## src/include/osc_ctrl_pkg.sv

```systemverilog
// Package for the oscillator source control block: register map, field
// positions, reset values and start-up timing of the slow crystal.
// Assumes a 20 MHz register clock and a 32-bit APB register bus.
package osc_ctrl_pkg;

  // Clock rate of the control logic
  localparam int unsigned CLK_FREQ_MHZ = 20;

  // Register byte offsets
  localparam logic [7:0] SYSTEM_CLOCK_CONTROL_OFS = 8'h00;
  localparam logic [7:0] FAST_RC_CONTROL_OFS      = 8'h04;
  localparam logic [7:0] SLOW_CRYSTAL_CONTROL_OFS = 8'h08;
  localparam logic [7:0] PIN_SHARE_CONTROL_OFS    = 8'h0C;

  // System clock control fields
  localparam int unsigned SYSDIV_LSB      = 5;
  localparam int unsigned FAST_SRC_BIT    = 3;
  localparam int unsigned SLOW_SRC_BIT    = 2;
  localparam int unsigned FAST_IDLE_BIT   = 1;
  localparam int unsigned SLOW_IDLE_BIT   = 0;
  localparam logic [2:0]  SYSDIV_LOW_SPEED = 3'h7;

  // Fast RC control fields and frequency codes
  localparam int unsigned FAST_RC_FREQ_LSB = 2;
  localparam logic [1:0]  FAST_RC_2MHZ     = 2'h0;
  localparam logic [1:0]  FAST_RC_4MHZ     = 2'h1;
  localparam logic [1:0]  FAST_RC_8MHZ     = 2'h2;

  // Slow crystal control fields
  localparam int unsigned SPEEDUP_BIT = 2;
  localparam int unsigned READY_BIT   = 1;
  localparam int unsigned ENABLE_BIT  = 0;

  // Pin share control fields
  localparam int unsigned XT_IN_GPIO_BIT  = 0;
  localparam int unsigned XT_OUT_GPIO_BIT = 1;

  // Reset values
  localparam logic [2:0] SYSDIV_RST       = 3'h0;
  localparam logic [1:0] FAST_RC_FREQ_RST = FAST_RC_2MHZ;

  // Slow crystal start-up times in microseconds
  localparam int unsigned START_SPEEDUP_US = 1000;
  localparam int unsigned START_LOWPWR_US  = 2000;
  // Start-up times in clock cycles (least times, exact at this rate)
  localparam int unsigned START_SPEEDUP_CYC = START_SPEEDUP_US * CLK_FREQ_MHZ;
  localparam int unsigned START_LOWPWR_CYC  = START_LOWPWR_US * CLK_FREQ_MHZ;

endpackage : osc_ctrl_pkg

```

## src/hdl/osc_ctrl.sv

```systemverilog
// Oscillator source control: fast RC frequency select, slow crystal
// enable with start-up tracking and speed-up mode, slow source select,
// system clock select, sleep/idle clock gating and crystal pin release.
// Assumes an APB master on the same clock; oscillator cells sit outside.
`timescale 1ns/1ps
module osc_ctrl
  import osc_ctrl_pkg::*;
#(
  parameter int unsigned SPEEDUP_START_CYC = START_SPEEDUP_CYC, // Speed-up start-up
  parameter int unsigned LOWPWR_START_CYC  = START_LOWPWR_CYC   // Low-power start-up
) (
  // Clock and reset
  input  wire logic        clk_i,
  input  wire logic        rstn_i,
  // APB slave
  input  wire logic        psel_i,
  input  wire logic        penable_i,
  input  wire logic        pwrite_i,
  input  wire logic [7:0]  paddr_i,
  input  wire logic [31:0] pwdata_i,
  output logic      [31:0] prdata_o,
  output logic             pready_o,
  output logic             pslverr_o,
  // Power state from the core
  input  wire logic        halt_i,
  // Oscillator and clock tree controls
  output logic      [1:0]  fast_rc_freq_sel_o,
  output logic             fast_source_sel_o,
  output logic             slow_crystal_enable_o,
  output logic             slow_crystal_speedup_o,
  output logic             slow_crystal_ready_o,
  output logic             slow_source_sel_o,
  output logic             slow_rc_enable_o,
  output logic      [2:0]  sysclk_divider_sel_o,
  output logic             sys_clk_run_o,
  output logic             fast_clk_run_o,
  output logic             slow_clk_run_o,
  // Crystal pin hand-over
  output logic             slow_crystal_in_pin_gpio_o,
  output logic             slow_crystal_out_pin_gpio_o
);

  // Counter width covers the longer start-up
  localparam int unsigned CNT_W = $clog2(LOWPWR_START_CYC + 1);

  // Register state
  logic [2:0]       sysdiv_r;          // System clock divider select
  logic             fast_src_r;        // Fast source: crystal or RC
  logic             slow_src_r;        // Slow source: crystal when set
  logic             fast_idle_r;       // Fast clock kept in idle
  logic             slow_idle_r;       // Slow clock kept in idle
  logic [1:0]       fast_freq_r;       // Fast RC frequency code
  logic             xt_en_r;           // Slow crystal enable
  logic             xt_speedup_r;      // Slow crystal speed-up mode
  logic             xt_ready_r;        // Slow crystal start-up done
  logic [1:0]       pin_share_r;       // Crystal pins wanted as GPIO
  logic [CNT_W-1:0] start_cnt_r;       // Start-up cycle counter
  logic [CNT_W-1:0] start_cnt_nxt;     // Next counter value
  logic             xt_ready_nxt;      // Next ready flag
  logic [31:0]      prdata_r;          // Registered read data

  // Bus decode: every access is answered in its first access cycle,
  // and an address outside the four registers is refused
  wire        setup_w     = psel_i && !penable_i;
  wire        access_w    = psel_i && penable_i;
  wire        hit_scc_w   = (paddr_i == SYSTEM_CLOCK_CONTROL_OFS);
  wire        hit_frc_w   = (paddr_i == FAST_RC_CONTROL_OFS);
  wire        hit_xtc_w   = (paddr_i == SLOW_CRYSTAL_CONTROL_OFS);
  wire        hit_pin_w   = (paddr_i == PIN_SHARE_CONTROL_OFS);
  wire        mapped_w    = hit_scc_w || hit_frc_w || hit_xtc_w || hit_pin_w;
  wire        wr_w        = access_w && pwrite_i;
  wire        wr_scc_w    = wr_w && hit_scc_w;
  wire        wr_frc_w    = wr_w && hit_frc_w;
  wire        wr_xtc_w    = wr_w && hit_xtc_w;
  wire        wr_pin_w    = wr_w && hit_pin_w;

  // Crystal drives the system clock: lock on the speed-up bit.
  // Reads the stored select, so a same-cycle select write does not lock.
  wire        xt_sys_w    = (sysdiv_r == SYSDIV_LOW_SPEED) && slow_src_r;
  // Start-up limit follows the current mode; counting begins one edge
  // after the enable lands, so ready rises L+1 edges after that write
  wire [CNT_W-1:0] limit_w = xt_speedup_r ? CNT_W'(SPEEDUP_START_CYC)
                                          : CNT_W'(LOWPWR_START_CYC);
  wire        new_en_w    = wr_xtc_w ? pwdata_i[ENABLE_BIT] : xt_en_r;

  // Read data mux; unused bits read as zero,
  // and so does any unmapped address
  wire [31:0] scc_rd_w = {24'h000000, sysdiv_r, 1'b0, fast_src_r, slow_src_r,
                          fast_idle_r, slow_idle_r};
  wire [31:0] frc_rd_w = {28'h0000000, fast_freq_r, 2'h0};
  wire [31:0] xtc_rd_w = {29'h0000000, xt_speedup_r, xt_ready_r, xt_en_r};
  wire [31:0] pin_rd_w = {30'h0000000, pin_share_r};
  wire [31:0] rd_w     = hit_scc_w ? scc_rd_w :
                         hit_frc_w ? frc_rd_w :
                         hit_xtc_w ? xtc_rd_w :
                         hit_pin_w ? pin_rd_w : 32'h00000000;

  // Start-up tracking: count while enabled and not yet ready.
  // Counting waits for the enable register itself, so the write cycle
  // adds nothing and the crystal always gets the full start-up time.
  // A mode switch mid start-up moves the limit; a count already at or
  // past the new limit makes the clock available at the next edge.
  always_comb begin
    start_cnt_nxt = start_cnt_r;
    xt_ready_nxt  = xt_ready_r;
    if (!new_en_w) begin
      // Disable clears progress and the flag at once
      start_cnt_nxt = '0;
      xt_ready_nxt  = 1'b0;
    end else if (xt_en_r && !xt_ready_r) begin
      // Enable has landed and the start-up is still running
      if (start_cnt_r >= limit_w) begin
        // Start-up elapsed: clock now available
        xt_ready_nxt = 1'b1;
      end else begin
        start_cnt_nxt = start_cnt_r + CNT_W'(1);
      end
    end
  end

  // System clock control register
  always_ff @(posedge clk_i or negedge rstn_i) begin
    if (!rstn_i) begin
      sysdiv_r    <= SYSDIV_RST;
      fast_src_r  <= 1'b0;
      slow_src_r  <= 1'b0;
      fast_idle_r <= 1'b0;
      slow_idle_r <= 1'b0;
    end else if (wr_scc_w) begin
      sysdiv_r    <= pwdata_i[SYSDIV_LSB +: 3];
      fast_src_r  <= pwdata_i[FAST_SRC_BIT];
      slow_src_r  <= pwdata_i[SLOW_SRC_BIT];
      fast_idle_r <= pwdata_i[FAST_IDLE_BIT];
      slow_idle_r <= pwdata_i[SLOW_IDLE_BIT];
    end
  end

  // Fast RC frequency and pin share registers
  always_ff @(posedge clk_i or negedge rstn_i) begin
    if (!rstn_i) begin
      fast_freq_r <= FAST_RC_FREQ_RST;
      pin_share_r <= 2'h0;
    end else begin
      if (wr_frc_w) begin
        fast_freq_r <= pwdata_i[FAST_RC_FREQ_LSB +: 2];
      end
      if (wr_pin_w) begin
        pin_share_r <= pwdata_i[1:0];
      end
    end
  end

  // Slow crystal control register and start-up state
  always_ff @(posedge clk_i or negedge rstn_i) begin
    if (!rstn_i) begin
      xt_en_r      <= 1'b0;
      xt_speedup_r <= 1'b0;
      xt_ready_r   <= 1'b0;
      start_cnt_r  <= '0;
    end else begin
      xt_en_r     <= new_en_w;
      xt_ready_r  <= xt_ready_nxt;
      start_cnt_r <= start_cnt_nxt;
      if (wr_xtc_w && !xt_sys_w) begin
        // Mode change does not touch enable or ready
        xt_speedup_r <= pwdata_i[SPEEDUP_BIT];
      end
    end
  end

  // Read data captured in the setup phase
  always_ff @(posedge clk_i or negedge rstn_i) begin
    if (!rstn_i) begin
      prdata_r <= 32'h00000000;
    end else if (setup_w && !pwrite_i) begin
      prdata_r <= rd_w;
    end
  end

  // Bus answers: no wait states, error on unmapped address
  assign prdata_o  = prdata_r;
  assign pready_o  = access_w;
  assign pslverr_o = access_w && !mapped_w;

  // Oscillator controls
  assign fast_rc_freq_sel_o     = fast_freq_r;
  assign fast_source_sel_o      = fast_src_r;
  assign slow_crystal_enable_o  = xt_en_r;
  assign slow_crystal_speedup_o = xt_speedup_r;
  assign slow_crystal_ready_o   = xt_ready_r;
  assign slow_source_sel_o      = slow_src_r;
  assign slow_rc_enable_o       = 1'b1;
  assign sysclk_divider_sel_o   = sysdiv_r;

  // Halt stops the system clock; idle bits keep peripheral clocks
  // (fast idle keeps the fast clock, slow idle the slow one)
  assign sys_clk_run_o  = !halt_i;
  assign fast_clk_run_o = !halt_i || fast_idle_r;
  assign slow_clk_run_o = !halt_i || slow_idle_r;

  // Crystal pins go to GPIO only while the crystal is off
  assign slow_crystal_in_pin_gpio_o  = !xt_en_r && pin_share_r[XT_IN_GPIO_BIT];
  assign slow_crystal_out_pin_gpio_o = !xt_en_r && pin_share_r[XT_OUT_GPIO_BIT];
endmodule : osc_ctrl

```

## config.mk

```make
export PLATFORM = sky130hd
export DESIGN_NAME = osc_ctrl
export DESIGN_NICKNAME = d
export VERILOG_FILES = /design/src/include/osc_ctrl_pkg.sv /design/src/hdl/osc_ctrl.sv
export SDC_FILE = /design/constraint.sdc
export NUM_CORES = 1
export LEC_CHECK = 0
export BUFFER_PORTS_ARGS = -buffer_cell sky130_fd_sc_hd__clkbuf_2
export CORE_UTILIZATION = 35
export DETAILED_ROUTE_END_ITERATION = 8
export HOLD_SLACK_MARGIN = 0.08
export PLACE_DENSITY = 0.65
export SLEW_MARGIN = 20
export SYNTH_ARGS = -nofsm -noshare
export SYNTH_HDL_FRONTEND = slang
export SYNTH_SLANG_ARGS = --single-unit
```

## constraint.sdc

```tcl
create_clock -name clk_i -period 2.3 [get_ports clk_i]
set_input_delay 0.23 -clock clk_i [delete_from_list [all_inputs] [get_ports clk_i]]
set_output_delay 0.23 -clock clk_i [all_outputs]
set_load 0.02 [all_outputs]
```

==> impl_metrics.yaml <==
run_status:
  status: "finished clean"
route:
  drcViolationCount: 0
  routedWlPerCell_um: 12.8
  drt-total-wl_um: 4680
  dr.pass1.iters: 4
  via_per_inst: 4.90
  drtIter0Drc: 55
  final_antenna_net_count: 0
  vias: 1788
place:
  portBuffers: 44
  placed_area_sq_mm: 0.00251
  routabilityCongestion: 0.828
  place_hpwl_um: 3580
clock_network:
  cts_hold_buf: 0
  cts_sinks: 37
  post_cts_buffers: 0
  cts_made_buffers: 5
  clkSlewWorstSetupHoldPaths_ps: 80
  htreeDepth: 2
  clk_latency_ps: 290
  tritoncts: "built"
  clockRootBuffer: "clkbuf_8"
  cts.repair.resized: 0
  cts_buffer_depth: 2
grt:
  grt_max_degree: 38
  overflow: 0
  antenna_found_initial: 0
  grt_usage_pct: 15.7
  grt_pass1_vias: 1728
  grt_pass1_wl_um: 8090
die:
  dieArea_sq_mm: 0.00682
  start_util_pct: 37.3
  die_w_um: 82.6
  pin_count: 96
  die_y_um: 82.6
  core_area_sq_mm: 0.00610
  num_rows: 28
logic_synthesis:
  async_flop_share_pct: 100
  ys.warnings.count: 0
  synth_cells: 238
  synth.avg_cell_area_sq_um: 9.55
  synth_edf_count: 0
  synth-seq-cells: 37
  synth_ff_type: "dfrtp_1"
  netlist_area_sq_mm: 0.00227
  yosysUniqueCellTypes: 43
  seq_area_frac_synth_pct: 40.7
timing:
  final-setup-viol-count: 0
  fmaxAchievable_mhz: 457
  finalCriticalPeriod_ps: 2190
  drv_slew: 0
  finClkSkew_ps: 5.42
  rsz0062_at_grt: "false"
  hold_violations: 0
  worstMarginPinSlew_ps: 909
  tns_ps: 0
  maxSlewHeadroom_pct: 39.4
  min_period_over_period_pct: 95.1
pwr:
  p_leak_nw: 1.26
  peakVddDrop_mv: 0.287
  powerDensity_mw_per_mm2: 472
finish:
  multi_input_area_sq_mm: 0.00116
  final_cell_mix: "clkbuf_2 (44), dfrtp_1 (37), conb_1 (26)"
  num-nets-final: 343
  final-seq-area_sq_um: 926
  drive_above_1_share_pct: 28.6
  fillers: 630
  final_common_cell: "clkbuf_2"
  antennaDiodeCount: 0
  syn2layout_area_growth_pct: 14.9
  fin_area_sq_mm: 0.00261
setup_path:
  r2r_start: "slow_crystal_speedup_o$_DFFE_PN0P_"
  crit_start: "slow_crystal_speedup_o$_DFFE_PN0P_"
  worst-path-max-fanout: 10
  path_class: "reg -> reg"
  cp-start-kind: "flop"
  cp-end-kind: "flop"
  crit_arrival_ps: 2410
  crit_required_ps: 2520
min_path:
  min_path_type: "in -> async"
job:
  drv_cap: 0
==> worst paths after layout <==
check                           cells after the start                                   to  slack (ps)
max in group asynchronous                           1           start_cnt_r[5]$_DFFE_PN0P_        1680
worst min register to register                      2              prdata_o[5]$_DFFE_PN0P_         470
worst max register to register                      7          start_cnt_r[13]$_DFFE_PN0P_         110
worst min-delay path                                1           pin_share_r[1]$_DFFE_PN0P_          50
worst max-delay path                                7          start_cnt_r[13]$_DFFE_PN0P_         110
min in group clk_i                                  2  sysclk_divider_sel_o[2]$_DFFE_PN0P_         160
==> Yosys cell counts, types with 2 or more instances <==
master | number | area, sq um
a21oi_1 | 14 | 70.1
a31oi_1 | 3 | 18.8
and2_1 | 3 | 18.8
and4_1 | 2 | 17.5
buf_4 | 27 | 203
buf_6 | 2 | 22.5
clkbuf_1 | 3 | 11.3
conb_1 | 2 | 7.51
dfrtp_1 | 37 | 926
ha_1 | 8 | 100
inv_1 | 12 | 45.0
mux2_2 | 12 | 135
mux2i_1 | 7 | 70.1
nand2_1 | 20 | 75.1
nand2b_1 | 3 | 18.8
nand3_1 | 15 | 75.1
nand4_1 | 3 | 18.8
nor2_1 | 16 | 60.1
nor2b_1 | 4 | 25.0
nor3_1 | 3 | 15.0
nor4_1 | 3 | 18.8
o21ai_0 | 10 | 50.1
o31ai_1 | 4 | 30.0
or3_1 | 4 | 25.0
or4_1 | 2 | 15.0
xnor2_1 | 2 | 17.5
==> area by class of cell <==
| type | count | share of cell area (%) |
|---|---|---|
| repair buffers | 52 | 11.2 |
| multi-input cells | 181 | 44.5 |
| flip-flops and latches | 37 | 35.5 |
| clock buffers | 5 | 2.64 |
| clock inverters | 3 | 0.863 |
| well taps | 75 | 3.60 |
| inverters | 12 | 1.73 |
==> through the flow <==
step	std cells	utilization [%]	hold slack [ps]	setup slack [ps]	power [W]
2_1_floorplan	262	-	-65.6	24.5	0.000775
3_3_place_gp	357	41.2	421	159	0.000786
3_5_place_dp	357	41.2	409	126	0.000788
4_1_cts	365	42.7	87.9	91.8	0.00125
5_1_grt	365	42.8	135	9.71	0.00129
6_report	365	42.8	53.6	113	0.00123
==> sequential cells by signal (all words and copies together) (netlist names), 2 cells and up <==
register	cells
fast_rc_freq_sel_o	2
pin_share_r	2
prdata_o	7
start_cnt_r	16
sysclk_divider_sel_o	3
==> per-layer routing <==
layer / share of wire (%) / track usage, %
met4: 1.9 / 6.90
met1: 48 / 21.5
met2: 47 / 24.1
met5: 0 / 0
met3: 3.5 / 2.75
==> worst max-delay path, stage by stage, from the launching register on <==
cell and delay [ps]:
dfrtp_1 410, buf_4 170, ha_1 220, nor4_4 150, o221ai_2 190, a21o_2 300
or4_4 530, a21oi_2 140
==> kinds of logic after synthesis <==
kind of cell | count (synthesis) | synth area share, %
AO/OA/AOI/OAI | 40 | 11.8
XOR/XNOR | 2 | 0.771
adder cells (fa/ha/maj) | 8 | 4.41
buffers and inverters | 44 | 12.4
flip-flops | 37 | 40.7
multiplexers | 19 | 9.03
other | 2 | 0.331
AND/OR/NAND/NOR | 86 | 20.5
==> report_power, final <==
group | switching, W | internal (W)
clock network | 0.000242 | 0.000215
logic | 0.0000889 | 0.0000290
registers | 0.00000321 | 0.000653
total | 0.000334 | 0.000897
No activity file was read; power rests on OpenSTA's default activity.
